===== src/adc_touch_pkg.sv =====
package adc_touch_pkg;

    // register byte addresses on the peripheral bus
    localparam logic [31:0] CONVERTER_CONTROL_ADDR    = 32'h4580_0000;
    localparam logic [31:0] PANEL_SWITCH_CONTROL_ADDR = 32'h4580_0004;
    localparam logic [31:0] CONVERSION_DELAY_ADDR     = 32'h4580_0008;
    localparam logic [31:0] X_RESULT_ADDR             = 32'h4580_000C;

    // converter_control fields
    localparam int DONE_BIT       = 15;
    localparam int DIV_EN_BIT     = 14;
    localparam int DIV_VAL_MSB    = 13;
    localparam int DIV_VAL_LSB    = 6;
    localparam int CHAN_MSB       = 5;
    localparam int CHAN_LSB       = 3;
    localparam int STANDBY_BIT    = 2;
    localparam int READ_START_BIT = 1;
    localparam int START_BIT      = 0;

    // panel_switch_control fields
    localparam int YM_BIT         = 7;
    localparam int YP_BIT         = 6;
    localparam int XM_BIT         = 5;
    localparam int XP_BIT         = 4;
    localparam int PULLUP_BIT     = 3;
    localparam int AUTO_BIT       = 2;
    localparam int SEL_MSB        = 1;
    localparam int SEL_LSB        = 0;

    // x_result fields
    localparam int XR_STYLUS_BIT  = 15;
    localparam int XR_AUTO_BIT    = 14;
    localparam int XR_SEL_MSB     = 13;
    localparam int XR_SEL_LSB     = 12;
    localparam int XR_DATA_MSB    = 9;

    // reset values
    localparam logic [15:0] CONTROL_RESET = 16'h3FC4;
    localparam logic [11:0] SWITCH_RESET  = 12'h058;
    localparam logic [15:0] DELAY_RESET   = 16'h00FF;

    // converter clocks per 10-bit conversion
    localparam logic [2:0]  CONV_CYCLES   = 3'h5;
    localparam int          RESULT_W      = 10;

    // panel inputs used by the position measurements
    localparam logic [2:0]  CHAN_Y_PLUS   = 3'h5;
    localparam logic [2:0]  CHAN_X_PLUS   = 3'h7;

    typedef enum logic [1:0] {
        SEL_NONE = 2'h0,
        SEL_X    = 2'h1,
        SEL_Y    = 2'h2,
        SEL_WAIT = 2'h3
    } meas_sel_t;

    typedef enum logic [2:0] {
        ST_IDLE  = 3'h1,
        ST_DELAY = 3'h2,
        ST_CONV  = 3'h4
    } conv_state_t;

    typedef struct packed {
        logic y_minus_switch_signal;
        logic y_plus_switch_signal_n;
        logic x_minus_switch_signal;
        logic x_plus_switch_signal_n;
        logic x_pullup_n;
    } panel_switch_t;

endpackage : adc_touch_pkg


===== src/adc_clock_divider.sv =====
`timescale 1ns/10ps
module adc_clock_divider
    import adc_touch_pkg::*;
#(
    parameter int WIDTH = 8
)
(
    input  wire logic             clk,
    input  wire logic             rst,
    input  wire logic             enable,
    input  wire logic [WIDTH-1:0] divisor,
    output logic                  tick
);

    logic [WIDTH-1:0] count_reg;

    // one pulse every divisor+1 clocks; held cleared while disabled
    always_ff @(posedge clk)
    begin
        if (rst || !enable)
        begin
            count_reg <= '0;
            tick      <= 1'b0;
        end
        else if (count_reg == divisor)
        begin
            count_reg <= '0;
            tick      <= 1'b1;
        end
        else
        begin
            count_reg <= count_reg + 1'b1;
            tick      <= 1'b0;
        end
    end

endmodule : adc_clock_divider


===== src/adc_touch_panel_control.sv =====
`timescale 1ns/10ps
// Function
// read-only bit 15 of control: zero while converting, one when done
// divider runs only with bit 14 set; divide value bits 13:6, reset ff
// software keeps converter clock below one fifth of core clock
// bits 5:3 pick one of eight inputs; 101 is Y-plus, 111 X-plus
// bit 2 selects standby, resets to one
// with start-on-read set, each result read launches a conversion
// start bit begins conversion, self-clears, ignored under start-on-read
// bits 7 and 5 drive Y-minus and X-minus ground switches, reset zero
// bits 6 and 4 drive active-low Y-plus and X-plus supply, reset one
// bit 3 zero enables X-plus pull-up, one disables, resets one
// touch bit 2 converts X then Y automatically, else single conversion
// bits 1:0 select none, X, Y or wait for stylus
// after auto sequence pointer stays at Y; software rewrites 01
// software sets auto bit again after each start-on-read conversion
// software enables pull-up before entering wait-for-stylus
// 16-bit delay count sets wait before each conversion, reset 00ff
// stylus down raises interrupt, repeated at the delay interval
// software never writes zero delay
// wait logic times on external clock, conversion on core clock
// X result shows stylus state, auto bit and selector in 15:12
// X result or single result sits in bits 9:0
// X result bit 14 mirrors the auto sequencing indication
// converter clock is core clock over divide value plus one
// one conversion takes five converter clock cycles
// standby halts conversion; results keep their last values
// finished X or Y position conversion raises interrupt request
// done flag returns to zero when a new conversion launches
module adc_touch_panel_control
    import adc_touch_pkg::*;
(
    input  wire logic                CORE_CLK,
    input  wire logic                RST,
    input  wire logic [31:0]         PADDR,
    input  wire logic                PSEL,
    input  wire logic                PENABLE,
    input  wire logic                PWRITE,
    input  wire logic [31:0]         PWDATA,
    output logic      [31:0]         PRDATA,
    output logic                     PREADY,
    output logic                     PSLVERR,
    input  wire logic                EXTERNAL_CLOCK_INPUT,
    input  wire logic                STYLUS_UP,
    input  wire logic [RESULT_W-1:0] ADC_RESULT,
    output logic                     ADC_CLK_TICK,
    output logic      [2:0]          ADC_CHANNEL,
    output logic                     ADC_CONVERTING,
    output logic                     ADC_STANDBY,
    output panel_switch_t            PANEL_SWITCH,
    output logic      [RESULT_W-1:0] Y_RESULT,
    output logic                     ADC_IRQ
);

    conv_state_t         state_reg;
    logic                done_reg;
    logic                div_en_reg;
    logic [7:0]          div_val_reg;
    logic [2:0]          chan_reg;
    logic                standby_reg;
    logic                read_start_reg;
    logic                start_reg;
    logic [7:3]          sw_reg;
    logic                auto_reg;
    meas_sel_t           sel_reg;
    logic [15:0]         delay_reg;
    logic [RESULT_W-1:0] x_data_reg;
    logic [RESULT_W-1:0] y_data_reg;
    logic                read_pend_reg;
    logic                ptr_y_reg;
    logic                auto_run_reg;
    logic                pos_run_reg;
    logic [15:0]         dly_cnt_reg;
    logic [2:0]          conv_cnt_reg;
    logic [15:0]         pen_cnt_reg;
    logic                irq_reg;
    logic [2:0]          chan_out_reg;
    logic [31:0]         prdata_reg;
    logic                ext_s1;
    logic                ext_s2;
    logic                ext_s3;
    logic                pen_s1;
    logic                pen_s2;
    logic                pen_s3;
    logic [RESULT_W-1:0] adc_s1;
    logic [RESULT_W-1:0] adc_s2;

    logic                conv_tick;
    logic                ext_tick;
    logic                setup;
    logic                access;
    logic                hit;
    logic                wr_ctrl;
    logic                wr_sw;
    logic                wr_dly;
    logic                rd_x;
    logic                launch;
    logic                capture;
    logic                finish;
    logic                end_auto;
    logic                pen_down_edge;
    logic                pen_repeat;
    logic [31:0]         rdata_next;

    // pins from outside the core clock domain pass two flops first
    always_ff @(posedge CORE_CLK)
    begin
        ext_s1 <= EXTERNAL_CLOCK_INPUT;
        ext_s2 <= ext_s1;
        ext_s3 <= ext_s2;
        pen_s1 <= STYLUS_UP;
        pen_s2 <= pen_s1;
        pen_s3 <= pen_s2;
        adc_s1 <= ADC_RESULT;
        adc_s2 <= adc_s1;
    end

    // delay and stylus interval time on the external clock edges
    assign ext_tick      = ext_s2 && !ext_s3;
    assign pen_down_edge = !pen_s2 && pen_s3 && (sel_reg == SEL_WAIT);

    adc_clock_divider #(
        .WIDTH   (8)
    ) u_divider (
        .clk     (CORE_CLK),
        .rst     (RST),
        .enable  (div_en_reg),
        .divisor (div_val_reg),
        .tick    (conv_tick)
    );

    // zero-wait slave; data is latched in the setup cycle
    assign setup   = PSEL && !PENABLE;
    assign access  = PSEL && PENABLE;
    assign hit     = (PADDR == CONVERTER_CONTROL_ADDR)
                  || (PADDR == PANEL_SWITCH_CONTROL_ADDR)
                  || (PADDR == CONVERSION_DELAY_ADDR)
                  || (PADDR == X_RESULT_ADDR);
    assign wr_ctrl = access && PWRITE && (PADDR == CONVERTER_CONTROL_ADDR);
    assign wr_sw   = access && PWRITE && (PADDR == PANEL_SWITCH_CONTROL_ADDR);
    assign wr_dly  = access && PWRITE && (PADDR == CONVERSION_DELAY_ADDR);
    assign rd_x    = access && !PWRITE && (PADDR == X_RESULT_ADDR);
    assign PREADY  = 1'b1;
    assign PSLVERR = access && !hit;
    assign PRDATA  = prdata_reg;

    always_comb
    begin
        rdata_next = 32'h0000_0000;
        unique case (PADDR)
            CONVERTER_CONTROL_ADDR:
            begin
                rdata_next[DONE_BIT]                = done_reg;
                rdata_next[DIV_EN_BIT]              = div_en_reg;
                rdata_next[DIV_VAL_MSB:DIV_VAL_LSB] = div_val_reg;
                rdata_next[CHAN_MSB:CHAN_LSB]       = chan_reg;
                rdata_next[STANDBY_BIT]             = standby_reg;
                rdata_next[READ_START_BIT]          = read_start_reg;
                rdata_next[START_BIT]               = start_reg;
            end
            PANEL_SWITCH_CONTROL_ADDR:
            begin
                rdata_next[YM_BIT:PULLUP_BIT]       = sw_reg;
                rdata_next[AUTO_BIT]                = auto_reg;
                rdata_next[SEL_MSB:SEL_LSB]         = sel_reg;
            end
            CONVERSION_DELAY_ADDR:
            begin
                rdata_next[15:0]                    = delay_reg;
            end
            X_RESULT_ADDR:
            begin
                rdata_next[XR_STYLUS_BIT]           = pen_s2;
                rdata_next[XR_AUTO_BIT]             = auto_reg;
                rdata_next[XR_SEL_MSB:XR_SEL_LSB]   = sel_reg;
                rdata_next[XR_DATA_MSB:0]           = x_data_reg;
            end
            default:
            begin
                rdata_next = 32'h0000_0000;
            end
        endcase
    end

    always_ff @(posedge CORE_CLK)
    begin
        if (RST)
            prdata_reg <= 32'h0000_0000;
        else if (setup)
            prdata_reg <= rdata_next;
    end

    // control register fields
    always_ff @(posedge CORE_CLK)
    begin
        if (RST)
        begin
            div_en_reg     <= CONTROL_RESET[DIV_EN_BIT];
            div_val_reg    <= CONTROL_RESET[DIV_VAL_MSB:DIV_VAL_LSB];
            chan_reg       <= CONTROL_RESET[CHAN_MSB:CHAN_LSB];
            standby_reg    <= CONTROL_RESET[STANDBY_BIT];
            read_start_reg <= CONTROL_RESET[READ_START_BIT];
        end
        else if (wr_ctrl)
        begin
            div_en_reg     <= PWDATA[DIV_EN_BIT];
            div_val_reg    <= PWDATA[DIV_VAL_MSB:DIV_VAL_LSB];
            chan_reg       <= PWDATA[CHAN_MSB:CHAN_LSB];
            standby_reg    <= PWDATA[STANDBY_BIT];
            read_start_reg <= PWDATA[READ_START_BIT];
        end
    end

    // a fresh write of one wins over the self-clear at start-up
    always_ff @(posedge CORE_CLK)
    begin
        if (RST)
            start_reg <= CONTROL_RESET[START_BIT];
        else if (wr_ctrl)
            start_reg <= PWDATA[START_BIT];
        else if (launch)
            start_reg <= 1'b0;
    end

    // a result read under start-on-read is held until the core can take it
    always_ff @(posedge CORE_CLK)
    begin
        if (RST)
            read_pend_reg <= 1'b0;
        else if (rd_x && read_start_reg)
            read_pend_reg <= 1'b1;
        else if (launch || !read_start_reg)
            read_pend_reg <= 1'b0;
    end

    always_ff @(posedge CORE_CLK)
    begin
        if (RST)
            sw_reg <= SWITCH_RESET[YM_BIT:PULLUP_BIT];
        else if (wr_sw)
            sw_reg <= PWDATA[YM_BIT:PULLUP_BIT];
    end

    // software writes take priority over the end-of-sequence update
    always_ff @(posedge CORE_CLK)
    begin
        if (RST)
        begin
            auto_reg <= SWITCH_RESET[AUTO_BIT];
            sel_reg  <= meas_sel_t'(SWITCH_RESET[SEL_MSB:SEL_LSB]);
        end
        else if (wr_sw)
        begin
            auto_reg <= PWDATA[AUTO_BIT];
            sel_reg  <= meas_sel_t'(PWDATA[SEL_MSB:SEL_LSB]);
        end
        else if (end_auto)
        begin
            auto_reg <= 1'b0;
            sel_reg  <= SEL_Y;
        end
    end

    always_ff @(posedge CORE_CLK)
    begin
        if (RST)
            delay_reg <= DELAY_RESET;
        else if (wr_dly)
            delay_reg <= PWDATA[15:0];
    end

    // conversion sequencer
    assign launch   = (state_reg == ST_IDLE) && !standby_reg
                   && (sel_reg != SEL_WAIT)
                   && (read_start_reg ? read_pend_reg : start_reg);
    assign capture  = (state_reg == ST_CONV) && !standby_reg && conv_tick
                   && (conv_cnt_reg == CONV_CYCLES - 3'h1);
    assign finish   = capture && !(auto_run_reg && !ptr_y_reg);
    assign end_auto = finish && auto_run_reg;

    always_ff @(posedge CORE_CLK)
    begin
        if (RST)
        begin
            state_reg    <= ST_IDLE;
            ptr_y_reg    <= 1'b0;
            auto_run_reg <= 1'b0;
            pos_run_reg  <= 1'b0;
            dly_cnt_reg  <= 16'h0000;
            conv_cnt_reg <= 3'h0;
        end
        else if (standby_reg && state_reg != ST_IDLE)
            state_reg <= ST_IDLE;
        else
        begin
            unique case (state_reg)
                ST_IDLE:
                begin
                    if (launch)
                    begin
                        state_reg    <= ST_DELAY;
                        ptr_y_reg    <= (sel_reg == SEL_Y) && !auto_reg;
                        auto_run_reg <= auto_reg;
                        pos_run_reg  <= auto_reg || (sel_reg != SEL_NONE);
                        dly_cnt_reg  <= 16'h0000;
                    end
                end
                ST_DELAY:
                begin
                    if (ext_tick)
                    begin
                        dly_cnt_reg <= dly_cnt_reg + 16'h0001;
                        if (dly_cnt_reg + 16'h0001 == delay_reg)
                        begin
                            state_reg    <= ST_CONV;
                            conv_cnt_reg <= 3'h0;
                        end
                    end
                end
                ST_CONV:
                begin
                    if (capture && auto_run_reg && !ptr_y_reg)
                    begin
                        state_reg   <= ST_DELAY;
                        ptr_y_reg   <= 1'b1;
                        dly_cnt_reg <= 16'h0000;
                    end
                    else if (capture)
                        state_reg <= ST_IDLE;
                    else if (conv_tick)
                        conv_cnt_reg <= conv_cnt_reg + 3'h1;
                end
            endcase
        end
    end

    // results only change at a capture, so standby keeps them
    always_ff @(posedge CORE_CLK)
    begin
        if (RST)
        begin
            x_data_reg <= '0;
            y_data_reg <= '0;
        end
        else if (capture && ptr_y_reg)
            y_data_reg <= adc_s2;
        else if (capture)
            x_data_reg <= adc_s2;
    end

    always_ff @(posedge CORE_CLK)
    begin
        if (RST)
            done_reg <= CONTROL_RESET[DONE_BIT];
        else if (launch)
            done_reg <= 1'b0;
        else if (finish)
            done_reg <= 1'b1;
    end

    // stylus interval counter; a zero delay wraps round to an interval of 65536 external clock ticks
    assign pen_repeat = (sel_reg == SEL_WAIT) && !pen_s2 && ext_tick
                     && (pen_cnt_reg + 16'h0001 == delay_reg);

    always_ff @(posedge CORE_CLK)
    begin
        if (RST || pen_down_edge || pen_repeat || sel_reg != SEL_WAIT)
            pen_cnt_reg <= 16'h0000;
        else if (ext_tick && !pen_s2)
            pen_cnt_reg <= pen_cnt_reg + 16'h0001;
    end

    always_ff @(posedge CORE_CLK)
    begin
        if (RST)
            irq_reg <= 1'b0;
        else
            irq_reg <= (finish && pos_run_reg)
                    || pen_down_edge || pen_repeat;
    end

    // channel follows the measurement in progress
    always_ff @(posedge CORE_CLK)
    begin
        if (RST)
            chan_out_reg <= CONTROL_RESET[CHAN_MSB:CHAN_LSB];
        else if (!pos_run_reg)
            chan_out_reg <= chan_reg;
        else if (ptr_y_reg)
            chan_out_reg <= CHAN_X_PLUS;
        else
            chan_out_reg <= CHAN_Y_PLUS;
    end

    assign ADC_IRQ        = irq_reg;
    assign ADC_CLK_TICK   = conv_tick;
    assign ADC_CHANNEL    = chan_out_reg;
    assign ADC_CONVERTING = (state_reg == ST_CONV);
    assign ADC_STANDBY    = standby_reg;
    assign Y_RESULT       = y_data_reg;
    assign PANEL_SWITCH.y_minus_switch_signal  = sw_reg[YM_BIT];
    assign PANEL_SWITCH.y_plus_switch_signal_n = sw_reg[YP_BIT];
    assign PANEL_SWITCH.x_minus_switch_signal  = sw_reg[XM_BIT];
    assign PANEL_SWITCH.x_plus_switch_signal_n = sw_reg[XP_BIT];
    assign PANEL_SWITCH.x_pullup_n             = sw_reg[PULLUP_BIT];
endmodule : adc_touch_panel_control


===== config.mk =====
export PLATFORM = sky130hd
export DESIGN_NAME = adc_touch_panel_control
export DESIGN_NICKNAME = d
export VERILOG_FILES = /design/src/adc_touch_pkg.sv /design/src/adc_clock_divider.sv /design/src/adc_touch_panel_control.sv
export SDC_FILE = /design/constraint.sdc
export NUM_CORES = 1
export LEC_CHECK = 0
export BUFFER_PORTS_ARGS = -buffer_cell sky130_fd_sc_hd__buf_2
export CAP_MARGIN = 0
export CORE_ASPECT_RATIO = 0.9
export CORE_MARGIN = 3
export CORE_UTILIZATION = 51
export CTS_CLUSTER_DIAMETER = 60
export DETAILED_ROUTE_END_ITERATION = 16
export PLACE_DENSITY = 0.75
export SETUP_SLACK_MARGIN = 0.05
export SYNTH_ARGS = -nofsm -noshare
export SYNTH_HDL_FRONTEND = slang
export SYNTH_SLANG_ARGS = --single-unit

===== constraint.sdc =====
create_clock -name CORE_CLK -period 2.24 [get_ports CORE_CLK]
set_input_delay 0.112 -clock CORE_CLK [delete_from_list [all_inputs] [get_ports CORE_CLK]]
set_output_delay 0.112 -clock CORE_CLK [all_outputs]
set_load 0.1 [all_outputs]

# After elaboration in Yosys (flattened, before gate mapping)
# Cells that the tools add are included.
[op_classes]
add_sub_neg = 4
n_eq_ne = 23
muxes = 35
n_bitwise = 2
reduce_logical = 69
[ops]
columns = ["cell", "count"]
rows = [
  ["$eq A32 B31 Y1 const B", 4],
  ["$mux W16", 3],
  ["$pmux W16 S3", 1],
  ["$mux W3", 11],
  ["$add A16 B1 Y16 const B", 2],
  ["$eq A16 B16 Y1", 2],
  ["$logic_and A1 B1 Y1", 32],
  ["$pmux W8 S4", 1],
  ["$ne A2 B2 Y1 const B", 6],
  ["$pmux W4 S3", 1],
  ["$reduce_and A4 Y1", 3],
  ["$reduce_bool A2 Y1", 6],
  ["$logic_not A1 Y1", 11],
  ["$logic_or A1 B1 Y1", 11],
  ["$mux W1", 10],
  ["$pmux W3 S3", 1],
  ["$add A8 B1 Y8 const B", 1],
  ["$eq A8 B8 Y1", 1],
  ["$reduce_and A7 Y1", 1],
  ["$eq A3 B3 Y1 const B", 2],
  ["$mux W2", 3],
  ["$ne A3 B1 Y1 const B", 2],
  ["$pmux W2 S3", 1],
  ["$pmux W3 S2", 1],
  ["other kinds (11)", 16],
]
[word_totals]
reg_bits = 157
input_bits = 81
output_inout_bits = 56
wordCells = 167

# Longest topological paths before layout
[depth]
word_depth = 8
mapped_depth = 10

# Modules after synthesis
# Synthesis repeated with hierarchy kept, for this count alone.
[unflattened]
cells_unflattened = 881
hier_area_um2 = 7716.2
[modules_own_cells]
columns = ["module", "instances", "cells_each", "area_each_um2", "seq_area_each_um2"]
rows = [
  ["adc_touch_panel_control", 1, 833, 7208.2, 2962.8],
  ["adc_clock_divider", 1, 48, 508.0, 180.2],
]

# Worst setup path before layout
# No wires, ideal clock.
[synth_path]
kind = "reg-to-reg"
startpoint = "reg u_divider.tick"
endpoint = "reg dly_cnt_reg[8]"
setup_ns = 0.128
t_arrival_ns = 2.462
t_required_ns = 2.112
setup_slack_ns = -0.350
path_stages_with_launch = 9
path_cell_list = "dfxtp_1 -> nand4b_1 -> o41ai_1 -> o31a_1 -> o21a_1 -> clkbuf_1 -> o21ai_0 -> a21oi_1 -> nor2_1"
[synth_between]
elab_chain_cells = 6
[synth_lines]
columns = ["element", "line_no", "text"]
rows = [
  ["from (decl)", "adc_clock_divider.sv:12", "output logic tick"],
  ["from (signal assigned)", "adc_clock_divider.sv:23", "tick <= 1'b0;"],
  ["from (signal assigned)", "adc_clock_divider.sv:28", "tick <= 1'b1;"],
  ["from (signal assigned)", "adc_clock_divider.sv:33", "tick <= 1'b0;"],
  ["$logic_and A1 B1 Y1", "adc_touch_panel_control.sv:276", "assign capture = (state_reg == ST_CONV) && !standby_reg && conv_tick"],
  ["$logic_and A1 B1 Y1", "adc_touch_panel_control.sv:277", "&& (conv_cnt_reg == CONV_CYCLES - 3'h1);"],
  ["$logic_and A1 B1 Y1 (2 in series)", "adc_touch_panel_control.sv:322", "if (capture && auto_run_reg && !ptr_y_reg)"],
  ["$ne A2 B1 Y1 (no source line)", "--", ""],
  ["$reduce_and A4 Y1 (no source line)", "--", ""],
  ["to (signal assigned)", "adc_touch_panel_control.sv:312", "dly_cnt_reg <= dly_cnt_reg + 16'h0001;"],
  ["to (decl)", "adc_touch_panel_control.sv:73", "logic [15:0] dly_cnt_reg;"],
]
# Every way passes these cells.
# A chain may end at the register's enable or synchronous reset.

# Worst setup path after layout
[layout_path]
startpoint = "reg delay_reg[6]"
endpoint = "reg pen_cnt_reg[2]"
[layout_between]
elab_chain_cells = 4
[layout_lines]
columns = ["element", "line_no", "text"]
rows = [
  ["from (decl)", "adc_touch_panel_control.sv:66", "logic [15:0] delay_reg;"],
  ["from (signal assigned)", "adc_touch_panel_control.sv:269", "delay_reg <= PWDATA[15:0];"],
  ["$eq A16 B16 Y1", "adc_touch_panel_control.sv:363", "&& (pen_cnt_reg + 16'h0001 == delay_reg);"],
  ["$logic_and A1 B1 Y1", "adc_touch_panel_control.sv:363", ""],
  ["$logic_or A1 B1 Y1 (2 in series)", "adc_touch_panel_control.sv:367", "if (RST || pen_down_edge || pen_repeat || sel_reg != SEL_WAIT)"],
  ["to (signal assigned)", "adc_touch_panel_control.sv:370", "pen_cnt_reg <= pen_cnt_reg + 16'h0001;"],
  ["to (decl)", "adc_touch_panel_control.sv:75", "logic [15:0] pen_cnt_reg;"],
]
# Every way passes these cells.

==> results summary <==
The worst setup path is of the register to register kind. The synthesized-area fraction occupied by xor and xnor cells is 8.02%. The compound-gate portion of the synthesized area came out at 9.70%. The worst vdd rail ir drop is about 0.59 mV. The clock slew at the register clock pins of the worst setup and hold paths is around 70 ps. Global routing used between 20% and 30% of the available tracks.

In the routed layout, each cell is associated on average with a via count of 5.55. After routing the design area is 9670 um^2. Entering global routing, the biggest net connects 62 pins. The number of violations reported at the end of detailed-routing iteration 0 came out at around 570. The cell at the root of the clock tree is sky130_fd_sc_hd__clkbuf_16.

The number of warnings reported in the yosys synthesis log is 0. The wire length of the first global-routing pass is roughly 33 mm. The data required time at the worst endpoint came out at approximately 2500 ps.

The core region is between 10,000 and 15,000 um^2. The run finished with clean final reports. The worst hold margin came out at between 60 and 70 ps. The top cell type's share of synthesized area is between 40% and 50%. Derived from the worst setup path, the maximum achievable clock frequency is ~460 MHz. The number of nets in the layout is ~1,100. The number of diodes added for antenna fixing came out at 0. The final clock skew is approximately 11 ps.

The area growth from synthesis to layout is 26.5%. In this run the horizontal extent of the chip is 135 um. The floorplan die height is 122 um. The final critical delay including setup and external delays came out at approximately 2200 ps. In this run the mean area of a mapped cell was between 8 and 9 um^2.

The number of distinct standard cells referenced by the synthesized netlist came out at about 70. The tightest slew margin relative to the limit came out at approximately half. For this design the static power due to leakage is about 3.8 nW. Setup repair after global routing could not meet its margin everywhere. The worst setup path is launched from a register.

The proportion of register bits with asynchronous set or reset after synthesis is 0%. The data arrival time at the worst-slack endpoint is around 2500 ps. The number of global-route vias before repair is ~6,500. Setup slack on the critical path of the routed design comes to 43.8 ps. In the synthesized netlist the dominant register cell turns out to be sky130_fd_sc_hd__dfxtp_1.

The number of pins exceeding their max-slew limit in the final report is 0. The total wire length came out at ~21 mm. Port buffering added 103 buffers. The residual DRC count is 0. The synthesized design spends more area on one cell type than any other, namely sky130_fd_sc_hd__dfxtp_1. The final weighted congestion of routability-driven global placement came out at a little over 0.9. The path class of the lowest-slack min-delay path is input pin to register. Across all layers, the routed design uses approximately 7,000 vias. Setup violations remaining at the end of the flow were counted as 0. TritonCTS built the clock tree. The largest fanout of any net on the critical path is 16. The average wire length per cell after detail routing is about 17 um. The total internal power is approximately 4.6 mW.

The post-detailed-route count of antenna-violating nets came out at 0. The number of H-tree branching levels came out at 4. The boundary pin count came out at 137. The fraction of synthesized area in multiplexers is between 6 and 7%. The portion of total power attributed to combinational logic came out at a little under 6%.

The later pin in the worst-skew pair is clocked with a latency of about 430 ps. The number of detailed-route iterations in the first pass came out at 5. The initial antenna violation count is 0.

The number of rows in the core area came out at 41. The number of buffers on the longest clock path came out at 2. At the pin with the least slew margin, the transition time is between 700 and 800 ps. The die covers between 15,000 and 20,000 um^2. The power density of the placed cells is between 600 and 700 nW/um^2. After synthesis the cells add up to 7650 um^2. The fraction of layout instances using a drive strength above 1 is roughly 26%.

The synthesized netlist devotes less than 1% of its cell area to adder and majority cells. The clock power share is between 40% and 50%. The number of maximum-capacitance constraint violations is 0.

In the post-synthesis netlist, the biggest area contributors are sky130_fd_sc_hd__dfxtp_1 (41%), sky130_fd_sc_hd__nand2_1 (6.8%), sky130_fd_sc_hd__xnor2_1 (4.6%). Summing the areas of all and, or, nand and nor instances in the mapped netlist gives 27.7% of the synthesized area. The share of synthesized area occupied by flip-flops and latches is around two fifths. The dominant combinational cell family by area after synthesis is simple AND/OR/NAND/NOR gates. Net switching is between 20% and 30% of the power. The sequential share of power came out at between 40% and 50%. The number of hold violations in the final report came out at 0.

The most repeated cell in the gate-level netlist after synthesis is sky130_fd_sc_hd__dfxtp_1. After global routing the overflow that remains totals 0. The total negative slack is 0 ps. The placed instance area is 8670 um^2. The worst slack at placement is -105 ps. The effective utilization at floorplan came out at between 50% and 60%.

The share of the cycle needed by the critical path after routing is between 90% and 100%. Counting flops with a built-in enable in the synthesized netlist gives 0. The number of clock sinks is roughly 160. The worst setup path is captured at a register.

Summed over all nets, the half-perimeter wirelength after detailed placement is roughly 15 mm. The number of CTS-inserted buffers is 17. The total net switching power came out at 1.64 mW. In this run, synthesis produced a sequential element count of 157.

The gate count after technology mapping came out at a little under 900. By count the netlist is led by sky130_fd_sc_hd__dfxtp_1 (157), sky130_fd_sc_hd__nand2_1 (138), sky130_fd_sc_hd__nor2_1 (70).
[cell usage in the layout (no fill, tap or decap), types with 13 or more instances in the layout]
cell type,n
sky130_fd_sc_hd__o21ai_0,18
sky130_fd_sc_hd__mux2i_1,32
sky130_fd_sc_hd__nand2_1,137
sky130_fd_sc_hd__nand3_1,48
sky130_fd_sc_hd__nor2_1,69
sky130_fd_sc_hd__buf_4,63
sky130_fd_sc_hd__dfxtp_1,141
sky130_fd_sc_hd__buf_2,102
sky130_fd_sc_hd__nor3_1,23
sky130_fd_sc_hd__clkbuf_16,17
sky130_fd_sc_hd__inv_1,13
sky130_fd_sc_hd__conb_1,17
sky130_fd_sc_hd__nand3b_1,24
sky130_fd_sc_hd__nor3_2,13
sky130_fd_sc_hd__dlygate4sd3_1,28
sky130_fd_sc_hd__a21oi_1,58
sky130_fd_sc_hd__xor2_1,30
sky130_fd_sc_hd__xnor2_1,40
[area by class of cell]
cell class	instances	area, um^2
Fill cell	1134	4690
Multi-Input combinational cell	662	4230
Sequential cell	157	3170
Timing Repair Buffer	196	1320
Clock buffer	17	425
Tap cell	193	241
Clock inverter	15	215
Inverter	16	63.8
[cell families after synthesis]
| logic type | Yosys count |
|---|---|
| other | 2 |
| buffers and inverters | 88 |
| muxes | 43 |
| AOI/OAI and AO/OA | 122 |
| xor gates and xnor gates | 70 |
| and+or+nand+nor | 405 |
| DFF | 157 |
| adders and majority gates | 5 |
[worst max-delay path: stages (launching register included)]
cell and delay [ps]:
sky130_fd_sc_hd__dfxtp_1 610, sky130_fd_sc_hd__nor2b_1 110, sky130_fd_sc_hd__or2_2 320, sky130_fd_sc_hd__o22ai_1 260
sky130_fd_sc_hd__a21oi_2 130, sky130_fd_sc_hd__nor4_4 340, sky130_fd_sc_hd__buf_12 200, sky130_fd_sc_hd__nor3_1 60
[power groups by stage]
stage / Clock (mW) / Sequential [mW] / Combinational (mW)
2_1_floorplan: 0 / 2.88 / 0.245
3_3_place_gp: 0 / 2.88 / 0.315
3_5_place_dp: 0 / 2.89 / 0.317
4_1_cts: 3.06 / 2.82 / 0.357
5_1_grt: 3.20 / 2.82 / 0.379
6_report: 3.03 / 2.82 / 0.362
[per-layer routing]
metal  share of wire [%]  vias to the layer above  global-route usage (%)
met5                   0                        -                       0
met4                 1.9                        0                    8.31
met3                 7.7                       35                    5.95
met2                  46                      285                    39.3
met1                  45                     3264                    36.2
li1                    -                     3385                       -
[worst paths after layout]
path | start | to | slack, ps | cells after the start
max | delay_reg[6] | pen_cnt_reg[2] | 40 | 7
min | PWRITE | read_pend_reg | 60 | 4
max reg2reg | delay_reg[6] | pen_cnt_reg[2] | 40 | 7
min reg2reg | adc_s1[3] | adc_s2[3] | 330 | 0
[through the flow]
step / utilization (%) / instances / total power, mW
after CTS: 66.9 / 1254 / 6.24
final: 67.3 / 1256 / 6.21
after global placement: 60.3 / 1193 / 3.20
after floorplan: - / 907 / 3.13
after detailed placement: 60.3 / 1193 / 3.20
after global routing: 67.3 / 1256 / 6.39
[repair_timing]
action	in CTS	in global routing
hold buffers	28	0
hold endpoints to repair	50	0
pin swaps	2	7
setup endpoints to repair	16	22
gates resized for setup	4	18
buffers inserted	1	2
Note: power is estimated with default switching activity, not from simulation.
